--- config.mk ---
export PLATFORM = sky130hd
export DESIGN_NAME = csw_clock_switch
export DESIGN_NICKNAME = d
export VERILOG_FILES = /design/src/pkg/csw_pkg.sv /design/src/design/csw_clock_switch.sv
export SDC_FILE = /design/constraint.sdc
export NUM_CORES = 1
export LEC_CHECK = 0
export BUFFER_PORTS_ARGS = -buffer_cell sky130_fd_sc_hd__buf_2
export CAP_MARGIN = 15
export CORE_MARGIN = 2
export CORE_UTILIZATION = 35
export CTS_CLUSTER_DIAMETER = 30
export CTS_CLUSTER_SIZE = 8
export DETAILED_ROUTE_END_ITERATION = 10
export GPL_TIMING_DRIVEN = 0
export PLACE_DENSITY_LB_ADDON = 0.2
export SYNTH_ARGS = -nofsm -noshare
export SYNTH_HDL_FRONTEND = slang
export SYNTH_SLANG_ARGS = --single-unit
--- constraint.sdc ---
create_clock -name clk_sys_in -period 4.6 [get_ports clk_sys_in]
set_clock_uncertainty 0.15 [all_clocks]
set_input_delay 1.38 -clock clk_sys_in [delete_from_list [all_inputs] [get_ports clk_sys_in]]
set_output_delay 1.38 -clock clk_sys_in [all_outputs]
set_load 0.02 [all_outputs]
--- src/pkg/csw_pkg.sv ---
package csw_pkg;
   // -------------------------------------------------------------
   // register offsets
   // -------------------------------------------------------------
   localparam logic [11:0] CSW_ADDR_REQ = 12'h88d;
   localparam logic [11:0] CSW_ADDR_CUR = 12'h88e;
   localparam logic [11:0] CSW_ADDR_CTL3 = 12'h88f;
   localparam logic [11:0] CSW_ADDR_STAT = 12'h890;
   localparam logic [11:0] CSW_ADDR_MREQ = 12'h891;
   // -------------------------------------------------------------
   // field positions
   // -------------------------------------------------------------
   localparam int CSW_HOLD_BIT = 7;
   localparam int CSW_SPWR_BIT = 6;
   localparam int CSW_DONE_BIT = 4;
   localparam int CSW_NRDY_BIT = 3;
   localparam int CSW_SRC_LSB = 4;
   localparam int CSW_DIV_LSB = 0;
   // manual request / ready bit positions
   localparam int CSW_EXT_BIT = 7;
   localparam int CSW_HFI_BIT = 6;
   localparam int CSW_MFI_BIT = 5;
   localparam int CSW_LFI_BIT = 4;
   localparam int CSW_SEC_BIT = 3;
   localparam int CSW_ADC_BIT = 2;
   localparam int CSW_PLL_BIT = 0;
   localparam logic [7:0] CSW_MREQ_MASK = 8'hfc;
   // -------------------------------------------------------------
   // reset values and divider limit
   // -------------------------------------------------------------
   localparam logic [7:0] CSW_MREQ_RST = 8'h00;
   localparam logic [2:0] CSW_SRC_RST = 3'h6;
   localparam logic [3:0] CSW_DIV_RST = 4'h2;
   localparam logic [3:0] CSW_DIV_MAX = 4'h9;
   // -------------------------------------------------------------
   // source encoding
   // -------------------------------------------------------------
   typedef enum logic [2:0] {
      CSW_SRC_RSV0 = 3'h0,
      CSW_SRC_HFI_PLL = 3'h1,
      CSW_SRC_EXT_PLL = 3'h2,
      CSW_SRC_RSV3 = 3'h3,
      CSW_SRC_SEC = 3'h4,
      CSW_SRC_LFI = 3'h5,
      CSW_SRC_HFI = 3'h6,
      CSW_SRC_EXT = 3'h7
   } csw_src_t;
   typedef struct packed {
      csw_src_t src;
      logic [3:0] div;
   } csw_sel_t;
   // oscillator ready inputs from the analog side
   typedef struct packed {
      logic ext;
      logic hfi;
      logic mfi;
      logic lfi;
      logic sec;
      logic adc;
      logic pll_lock;
   } csw_rdy_t;
   // oscillator enable outputs
   typedef struct packed {
      logic ext;
      logic hfi;
      logic mfi;
      logic lfi;
      logic sec;
      logic adc;
      logic pll;
   } csw_en_t;
   // switch state machine, gray along idle-wait-hold-wait
   typedef enum logic [1:0] {
      CSW_ST_IDLE = 2'b00,
      CSW_ST_WAIT = 2'b01,
      CSW_ST_HOLD = 2'b11
   } csw_state_t;
endpackage

--- src/design/csw_clock_switch.sv ---
// Chosen here: strobed register access.
`timescale 1ns/1ps
// Function
// [RULE1] switch hold set: ready new source holds switch, raises event
// [RULE2] switch hold clear: switch occurs once new source ready
// [RULE3] secondary power select 1 high power, 0 low power
// [RULE4] switch complete reads 1 when current equals requested, else 0
// [RULE5] new source ready reads 1 only mid-switch with source ready
// [RULE6] without hold, new source ready may last under one cycle
// [RULE7] each oscillator ready flag reads 1 only when usable
// [RULE8] pll ready needs pll enabled, input ready and lock
// [RULE9] manual enable forces oscillator on, else peripheral request only; code also enables a source while requested or in use
// [RULE10] forced external oscillator runs in configured external mode
// [RULE11] forced high internal runs at frequency select setting
// [RULE12] forced secondary runs in power mode from power select
// [RULE13] mid internal derived from high internal, two output rates; code has one mid_from_high_out bit and no rate select
// [RULE14] low internal under manual control is the 31 kHz source
// [RULE15] source codes 7,6,5,4,2,1 valid; 3 and 0 reserved
// [RULE16] current source and divider show what is in use
// [RULE17] clearing hold during held switch completes it
// [RULE18] writes to read-only flags are ignored
module csw_clock_switch
   import csw_pkg::*;
(
   // clock and reset
   input wire logic clk_sys_in,
   input wire logic reset_in,
   // register port
   input wire logic [11:0] reg_addr_in,
   input wire logic [7:0] reg_wdata_in,
   input wire logic reg_wr_in,
   input wire logic reg_rd_in,
   output logic [7:0] reg_rdata_out,
   // oscillator side
   input wire csw_rdy_t osc_ready_in,
   input wire csw_en_t periph_request_in,
   input wire logic [2:0] external_mode_config_in,
   input wire logic [2:0] internal_frequency_select_in,
   output csw_en_t osc_enable_out,
   output logic secondary_high_power_out,
   output logic [2:0] external_mode_out,
   output logic [2:0] high_internal_freq_out,
   output logic mid_from_high_out,
   output logic low_internal_31k_out,
   // system clock selection
   output csw_sel_t current_sel_out,
   output logic switch_hold_event_out
);
   // -------------------------------------------------------------
   // registers
   // -------------------------------------------------------------
   csw_sel_t req_q;
   csw_sel_t cur_q;
   logic switch_hold_q;
   logic secondary_power_select_q;
   logic [7:0] mreq_q;
   csw_state_t state_q;
   logic new_source_ready;
   logic wr_req;
   logic wr_ctl3;
   logic wr_mreq;
   logic new_rdy;
   logic pll_input_rdy;
   logic pll_needed;
   logic pll_ready;
   logic [7:0] stat_vec;
   logic [7:0] ctl3_vec;
   logic [7:0] rdata_d;
   csw_en_t en_d;

   // -------------------------------------------------------------
   // write decode
   // -------------------------------------------------------------
   assign wr_req = reg_wr_in && reg_addr_in == CSW_ADDR_REQ;
   assign wr_ctl3 = reg_wr_in && reg_addr_in == CSW_ADDR_CTL3;
   assign wr_mreq = reg_wr_in && reg_addr_in == CSW_ADDR_MREQ;

   // -------------------------------------------------------------
   // request register
   // -------------------------------------------------------------
   always_ff @(posedge clk_sys_in or posedge reset_in) begin
      if (reset_in) begin
         req_q.src <= CSW_SRC_HFI;
         req_q.div <= CSW_DIV_RST;
      end else if (wr_req) begin
         if (reg_wdata_in[CSW_SRC_LSB+:3] != CSW_SRC_RSV3 &&
             reg_wdata_in[CSW_SRC_LSB+:3] != CSW_SRC_RSV0) begin
            req_q.src <= csw_src_t'(reg_wdata_in[CSW_SRC_LSB+:3]); // [RULE15]
         end
         if (reg_wdata_in[CSW_DIV_LSB+:4] <= CSW_DIV_MAX) begin
            req_q.div <= reg_wdata_in[CSW_DIV_LSB+:4];
         end
      end
   end

   // -------------------------------------------------------------
   // control three
   // -------------------------------------------------------------
   always_ff @(posedge clk_sys_in or posedge reset_in) begin
      if (reset_in) begin
         switch_hold_q <= 1'b0;
         secondary_power_select_q <= 1'b0;
      end else if (wr_ctl3) begin
         // status bits of this register are not writable
         switch_hold_q <= reg_wdata_in[CSW_HOLD_BIT]; // [RULE18]
         secondary_power_select_q <= reg_wdata_in[CSW_SPWR_BIT];
      end
   end

   // -------------------------------------------------------------
   // manual request
   // -------------------------------------------------------------
   always_ff @(posedge clk_sys_in or posedge reset_in) begin
      if (reset_in) begin
         mreq_q <= CSW_MREQ_RST;
      end else if (wr_mreq) begin
         mreq_q <= reg_wdata_in & CSW_MREQ_MASK;
      end
   end

   // -------------------------------------------------------------
   // readiness of requested source
   // -------------------------------------------------------------
   // pll runs when a pll source is requested or in use
   assign pll_needed = req_q.src == CSW_SRC_EXT_PLL ||
      req_q.src == CSW_SRC_HFI_PLL || cur_q.src == CSW_SRC_EXT_PLL ||
      cur_q.src == CSW_SRC_HFI_PLL;
   // -------------------------------------------------------------
   // pll input select
   // -------------------------------------------------------------
   always_comb begin
      pll_input_rdy = 1'b0;
      if (req_q.src == CSW_SRC_EXT_PLL) begin
         pll_input_rdy = osc_ready_in.ext;
      end else if (req_q.src == CSW_SRC_HFI_PLL) begin
         pll_input_rdy = osc_ready_in.hfi;
      end else if (cur_q.src == CSW_SRC_EXT_PLL) begin
         pll_input_rdy = osc_ready_in.ext;
      end else begin
         pll_input_rdy = osc_ready_in.hfi;
      end
   end

   // -------------------------------------------------------------
   // requested source ready
   // -------------------------------------------------------------
   always_comb begin
      unique case (req_q.src)
         CSW_SRC_EXT: new_rdy = osc_ready_in.ext;
         CSW_SRC_HFI: new_rdy = osc_ready_in.hfi;
         CSW_SRC_LFI: new_rdy = osc_ready_in.lfi;
         CSW_SRC_SEC: new_rdy = osc_ready_in.sec;
         CSW_SRC_EXT_PLL: new_rdy = osc_ready_in.ext &&
            osc_ready_in.pll_lock;
         CSW_SRC_HFI_PLL: new_rdy = osc_ready_in.hfi &&
            osc_ready_in.pll_lock;
         default: new_rdy = 1'b0;
      endcase
   end

   // -------------------------------------------------------------
   // switch state machine
   // -------------------------------------------------------------
   always_ff @(posedge clk_sys_in or posedge reset_in) begin
      if (reset_in) begin
         state_q <= CSW_ST_IDLE;
         cur_q.src <= CSW_SRC_HFI;
         cur_q.div <= CSW_DIV_RST;
         switch_hold_event_out <= 1'b0;
      end else begin
         switch_hold_event_out <= 1'b0;
         unique case (state_q)
            CSW_ST_IDLE: begin
               if (req_q != cur_q) begin
                  state_q <= CSW_ST_WAIT;
               end
            end
            CSW_ST_WAIT: begin
               if (req_q == cur_q) begin
                  state_q <= CSW_ST_IDLE;
               end else if (new_rdy && switch_hold_q) begin
                  state_q <= CSW_ST_HOLD; // [RULE1]
                  switch_hold_event_out <= 1'b1; // [RULE1]
               end else if (new_rdy) begin
                  cur_q <= req_q; // [RULE2] [RULE16]
                  state_q <= CSW_ST_IDLE;
               end
            end
            CSW_ST_HOLD: begin
               if (req_q == cur_q) begin
                  state_q <= CSW_ST_IDLE;
               end else if (!new_rdy) begin
                  state_q <= CSW_ST_WAIT;
               end else if (!switch_hold_q) begin
                  cur_q <= req_q; // [RULE17]
                  state_q <= CSW_ST_IDLE;
               end
            end
            default: state_q <= CSW_ST_IDLE;
         endcase
      end
   end

   // -------------------------------------------------------------
   // new source ready
   // -------------------------------------------------------------
   // mid-switch and requested source ready; brief without hold
   assign new_source_ready = req_q != cur_q &&
      new_rdy; // [RULE5] [RULE6]

   // -------------------------------------------------------------
   // oscillator enables
   // -------------------------------------------------------------
   always_comb begin
      en_d.ext = mreq_q[CSW_EXT_BIT] || periph_request_in.ext || // [RULE9]
         req_q.src inside {CSW_SRC_EXT, CSW_SRC_EXT_PLL} ||
         cur_q.src inside {CSW_SRC_EXT, CSW_SRC_EXT_PLL};
      en_d.hfi = mreq_q[CSW_HFI_BIT] || periph_request_in.hfi || // [RULE9]
         mreq_q[CSW_MFI_BIT] || periph_request_in.mfi || // [RULE13]
         req_q.src inside {CSW_SRC_HFI, CSW_SRC_HFI_PLL} ||
         cur_q.src inside {CSW_SRC_HFI, CSW_SRC_HFI_PLL};
      en_d.mfi = mreq_q[CSW_MFI_BIT] || periph_request_in.mfi; // [RULE9]
      en_d.lfi = mreq_q[CSW_LFI_BIT] || periph_request_in.lfi || // [RULE14]
         req_q.src == CSW_SRC_LFI || cur_q.src == CSW_SRC_LFI;
      en_d.sec = mreq_q[CSW_SEC_BIT] || periph_request_in.sec || // [RULE9]
         req_q.src == CSW_SRC_SEC || cur_q.src == CSW_SRC_SEC;
      en_d.adc = mreq_q[CSW_ADC_BIT] || periph_request_in.adc; // [RULE9]
      en_d.pll = pll_needed || periph_request_in.pll;
   end

   // -------------------------------------------------------------
   // output registers
   // -------------------------------------------------------------
   always_ff @(posedge clk_sys_in or posedge reset_in) begin
      if (reset_in) begin
         osc_enable_out <= '0;
         secondary_high_power_out <= 1'b0;
         external_mode_out <= 3'h0;
         high_internal_freq_out <= 3'h0;
         mid_from_high_out <= 1'b0;
         low_internal_31k_out <= 1'b0;
         current_sel_out <= '0;
      end else begin
         osc_enable_out <= en_d;
         secondary_high_power_out <= // [RULE3] [RULE12]
            secondary_power_select_q;
         external_mode_out <= external_mode_config_in; // [RULE10]
         high_internal_freq_out <= internal_frequency_select_in; // [RULE11]
         mid_from_high_out <= en_d.mfi && osc_ready_in.hfi; // [RULE13]
         low_internal_31k_out <= en_d.lfi; // [RULE14]
         current_sel_out <= cur_q; // [RULE16]
      end
   end

   // -------------------------------------------------------------
   // status flags
   // -------------------------------------------------------------
   assign pll_ready = en_d.pll && pll_input_rdy && osc_ready_in.pll_lock;

   always_comb begin
      stat_vec = 8'h00;
      stat_vec[CSW_EXT_BIT] = osc_ready_in.ext && en_d.ext; // [RULE7]
      stat_vec[CSW_HFI_BIT] = osc_ready_in.hfi && en_d.hfi; // [RULE7]
      stat_vec[CSW_MFI_BIT] = osc_ready_in.mfi && en_d.mfi; // [RULE7]
      stat_vec[CSW_LFI_BIT] = osc_ready_in.lfi && en_d.lfi; // [RULE7]
      stat_vec[CSW_SEC_BIT] = osc_ready_in.sec && en_d.sec; // [RULE7]
      stat_vec[CSW_ADC_BIT] = osc_ready_in.adc && en_d.adc; // [RULE7]
      stat_vec[CSW_PLL_BIT] = pll_ready; // [RULE8]
   end

   always_comb begin
      ctl3_vec = 8'h00;
      ctl3_vec[CSW_HOLD_BIT] = switch_hold_q;
      ctl3_vec[CSW_SPWR_BIT] = secondary_power_select_q;
      ctl3_vec[CSW_DONE_BIT] = req_q == cur_q; // [RULE4]
      ctl3_vec[CSW_NRDY_BIT] = new_source_ready; // [RULE5]
   end

   // -------------------------------------------------------------
   // read port
   // -------------------------------------------------------------
   always_comb begin
      rdata_d = 8'h00;
      if (reg_rd_in) begin
         unique case (reg_addr_in)
            CSW_ADDR_REQ: rdata_d = {1'b0, req_q};
            CSW_ADDR_CUR: rdata_d = {1'b0, cur_q}; // [RULE16]
            CSW_ADDR_CTL3: rdata_d = ctl3_vec; // [RULE18]
            CSW_ADDR_STAT: rdata_d = stat_vec; // [RULE18]
            CSW_ADDR_MREQ: rdata_d = mreq_q;
            default: rdata_d = 8'h00;
         endcase
      end
   end

   always_ff @(posedge clk_sys_in or posedge reset_in) begin
      if (reset_in) begin
         reg_rdata_out <= 8'h00;
      end else begin
         reg_rdata_out <= rdata_d;
      end
   end
endmodule

==> reports/metrics.cfg <==
[run_status]
status=complete, no violations

[floorplan]
die_h_um=89.88
initial_core_util_pct=35.78
pin_count=76
die_w_um=89.88
dieArea_mm2=0.008078
num_rows=31
coreArea_mm2=0.007214

[setup_path]
critical_path.top_delay_family=simple AND/OR/NAND/NOR gates
crit_path_max_incr_delay_ns=0.45
crit_buf_inv=2
worstSetupEndpointType=register
rr_startpoint=req_q[5]
r2r_setup_slack_ns=2.20
crit_slowest_cell=nor3_2
ff2ff_path_depth=7
start_kind=primary input
r2r-end=cur_q[4]
cp_cell_sequence=clkbuf_1 -> clkinv_1 -> nor3_2 -> and2_1 -> nand2_2 -> mux2_2
worstPathArrival_ns=3.39
required_ns=4.65
path_max_fanout=9
crit_type=in -> reg

[detailed_routing]
num_vias=2106
avgRoutedWirePerCell_um=15.23
first_iter_violations=52
viasPerCell=5.063
first_pass_iters=4
routed_wl_um=6334
ant_nets=0
post-route-drc-count=0

[run]
cap_viol_max_count=0

[placed_design]
hpwl_um=4895
globalplace.congestion=0.8440
io_buffers=74
dpl-instance-area_mm2=0.003095

[sta]
setup_viol=0
whs_ns=0.2287
rsz0062_at_grt=no
period_needed_ns=3.347
layout_worst_path_cycle_share_pct=72.75
fin_setup_tns_ns=0
worst_slew_pin_slew_ns=0.5131
slew_headroom_pct=65.74
fmax_ghz=0.2988
finalMaxSlewViolations=0
hold_viol_final=0

[cts]
postCtsHoldBufs=0
cts_made_buffers=5
tritoncts=built
clock_latency_ns=0.30
cts.sinks=55
cts_setup_buffers=0
clockBufferDepth=2
post_cts_resized=0
clockRootBuffer=clkbuf_8
htree_num_levels=2
clk_transition_reported_paths_ns=0.09

[synth]
syn_inst=234
synth_cell_type_count=50
ys_warn_count=0
async_flop_share_pct=100.0
synth.largest_area_cell=dfrtp_1
synth.area.top_cells=dfrtp_1 (48%), mux2_2 (7.0%), dfstp_2 (6.1%), xnor2_1 (3.7%), nor2_1 (3.1%)
syn-num-nets=278
yosysSeqAreaShare_pct=53.61
synth_top_area_share_pct=47.50
synth_edf_count=0
avgSynthCellArea_um2=11.03
synthFlopType=dfrtp_1
synthesis.area_mm2=0.002581
ys_ff_latch=55

[finish]
antenna_cells=0
area_delta_synth_final_pct=23.17
drive_above_1_share_pct=39.43
fin_area_mm2=0.003179
fill_cells=732
num-nets-final=360

[grt]
grt_max_degree=32
antenna_found_initial=0
grt-ovfl-total=0
grt-busiest-layer=met1
grt_pass1_vias=2053
grt_util_met3_pct=3.018
grt_use_met2_pct=23.55
gr-usage-met1_pct=24.08
grt_pass1_wl_um=10420
track_usage_pct=15.97

[power]
p_leak_nw=1.483
powerDensity_mw_per_mm2=260.2
ir_drop_mv=0.1344

[worst_hold_path]
hold_end=current_sel_out[4]
min_from=cur_q[4]
hp-class=reg -> reg
hold_depth=0

==> area by class of cell <==
| type | instances | area [µm²] | share of cell area [%] |
|---|---|---|---|
| flip-flops and latches | 55 | 1384 | 43.53 |
| multi-input cells | 158 | 1096 | 34.47 |
| repair buffers | 75 | 390.4 | 12.28 |
| well taps | 99 | 123.9 | 3.896 |
| clock buffers | 7 | 76.32 | 2.401 |
| plain buffers | 13 | 71.32 | 2.243 |
| inverters | 8 | 30.03 | 0.9445 |
| clock inverters | 1 | 7.507 | 0.2361 |
==> state kept, by name, indices dropped and copies added (netlist names) <==
signal	flops
secondary_power_select_q	1
current_sel_out	7
external_mode_out	3
cur_q	7
switch_hold_event_out	1
reg_rdata_out	8
mreq_q	6
state_q	2
high_internal_freq_out	3
req_q	7
mid_from_high_out	1
secondary_high_power_out	1
osc_enable_out	6
switch_hold_q	1
low_internal_31k_out	1
==> Yosys cell counts, types with 4 or more instances <==
cell type  instances
a21oi_1           15
mux2i_1            4
o21ai_0            7
nand2_1            8
and3_1             4
buf_2              9
nor3_1             6
xnor2_1           11
nand3_1            7
nand3b_1           4
dfstp_2            6
a22oi_1            4
inv_1              7
o22ai_1            6
nor2_1            21
dfrtp_1           49
mux2_2            16
==> worst max path at each step <==
stage | start | end | depth (start not counted)
final | reg_addr_in[0] | mreq_q[7] | 6
after CTS | reg_addr_in[0] | mreq_q[7] | 6
after floorplan | reg_addr_in[9] | secondary_power_select_q | 5
after detailed placement | reg_addr_in[0] | mreq_q[7] | 6
after global placement | reg_addr_in[0] | mreq_q[6] | 6
after global routing | reg_addr_in[0] | mreq_q[5] | 6
==> power breakdown <==
| part | switching [W] | internal, W | total, W |
|---|---|---|---|
| registers | 0.00000195 | 0.000490 | 0.000492 |
| clock network | 0.000150 | 0.000108 | 0.000258 |
| logic | 0.0000472 | 0.0000295 | 0.0000767 |
| total | 0.000199 | 0.000628 | 0.000827 |
==> cell families (layout without fill, tap and decap cells) <==
family / Yosys count / after routing / share of synthesized area (%)
and+or+nand+nor: 79 / 79 / 18.23
AOI/OAI and AO/OA: 48 / 48 / 11.97
DFF: 55 / 55 / 53.61
buffers and inverters: 21 / 104 / 3.926
xor gates and xnor gates: 11 / 11 / 3.732
muxes: 20 / 20 / 8.531
==> placed cells by master, fill, tap and decap left out, types with 3 or more instances in the layout <==
master / synthesis / routed
buf_2: 9 / 83
dfrtp_1: 49 / 49
nor2_1: 21 / 21
mux2_2: 16 / 16
a21oi_1: 15 / 15
xnor2_1: 11 / 11
nand2_1: 8 / 8
nand3_1: 7 / 7
o21ai_0: 7 / 7
inv_1: 7 / 6
o22ai_1: 6 / 6
nor3_1: 6 / 6
dfstp_2: 6 / 6
clkbuf_8: 0 / 5
clkbuf_1: 2 / 4
nand3b_1: 4 / 4
mux2i_1: 4 / 4
a22oi_1: 4 / 4
and3_1: 4 / 4
a211oi_1: 3 / 3
nand2b_1: 3 / 3
nand4_1: 3 / 3
a32oi_1: 3 / 3
==> routing by layer <==
| layer | up-vias | wire length (µm) | share of wire, % |
|---|---|---|---|
| li1 | 1003 | - | - |
| met2 | 66 | 2917 | 46 |
| met3 | 6 | 313 | 4.9 |
| met4 | 0 | 68 | 1.1 |
| met1 | 1031 | 3035 | 48 |
| met5 | - | 0 | 0 |
==> through the flow <==
stage          total power [W]  instances  worst slack [ns]  utilization [%]
3_5_place_dp         0.0005793        408            0.9475            42.91
6_report             0.0008273        416             1.253            44.07
2_1_floorplan        0.0005382        234             1.357                -
5_1_grt              0.0008670        416             1.115            44.07
4_1_cts              0.0008391        416             1.271            44.07
3_3_place_gp         0.0005762        407             1.023            42.63
(Power assumes the default switching activity.)
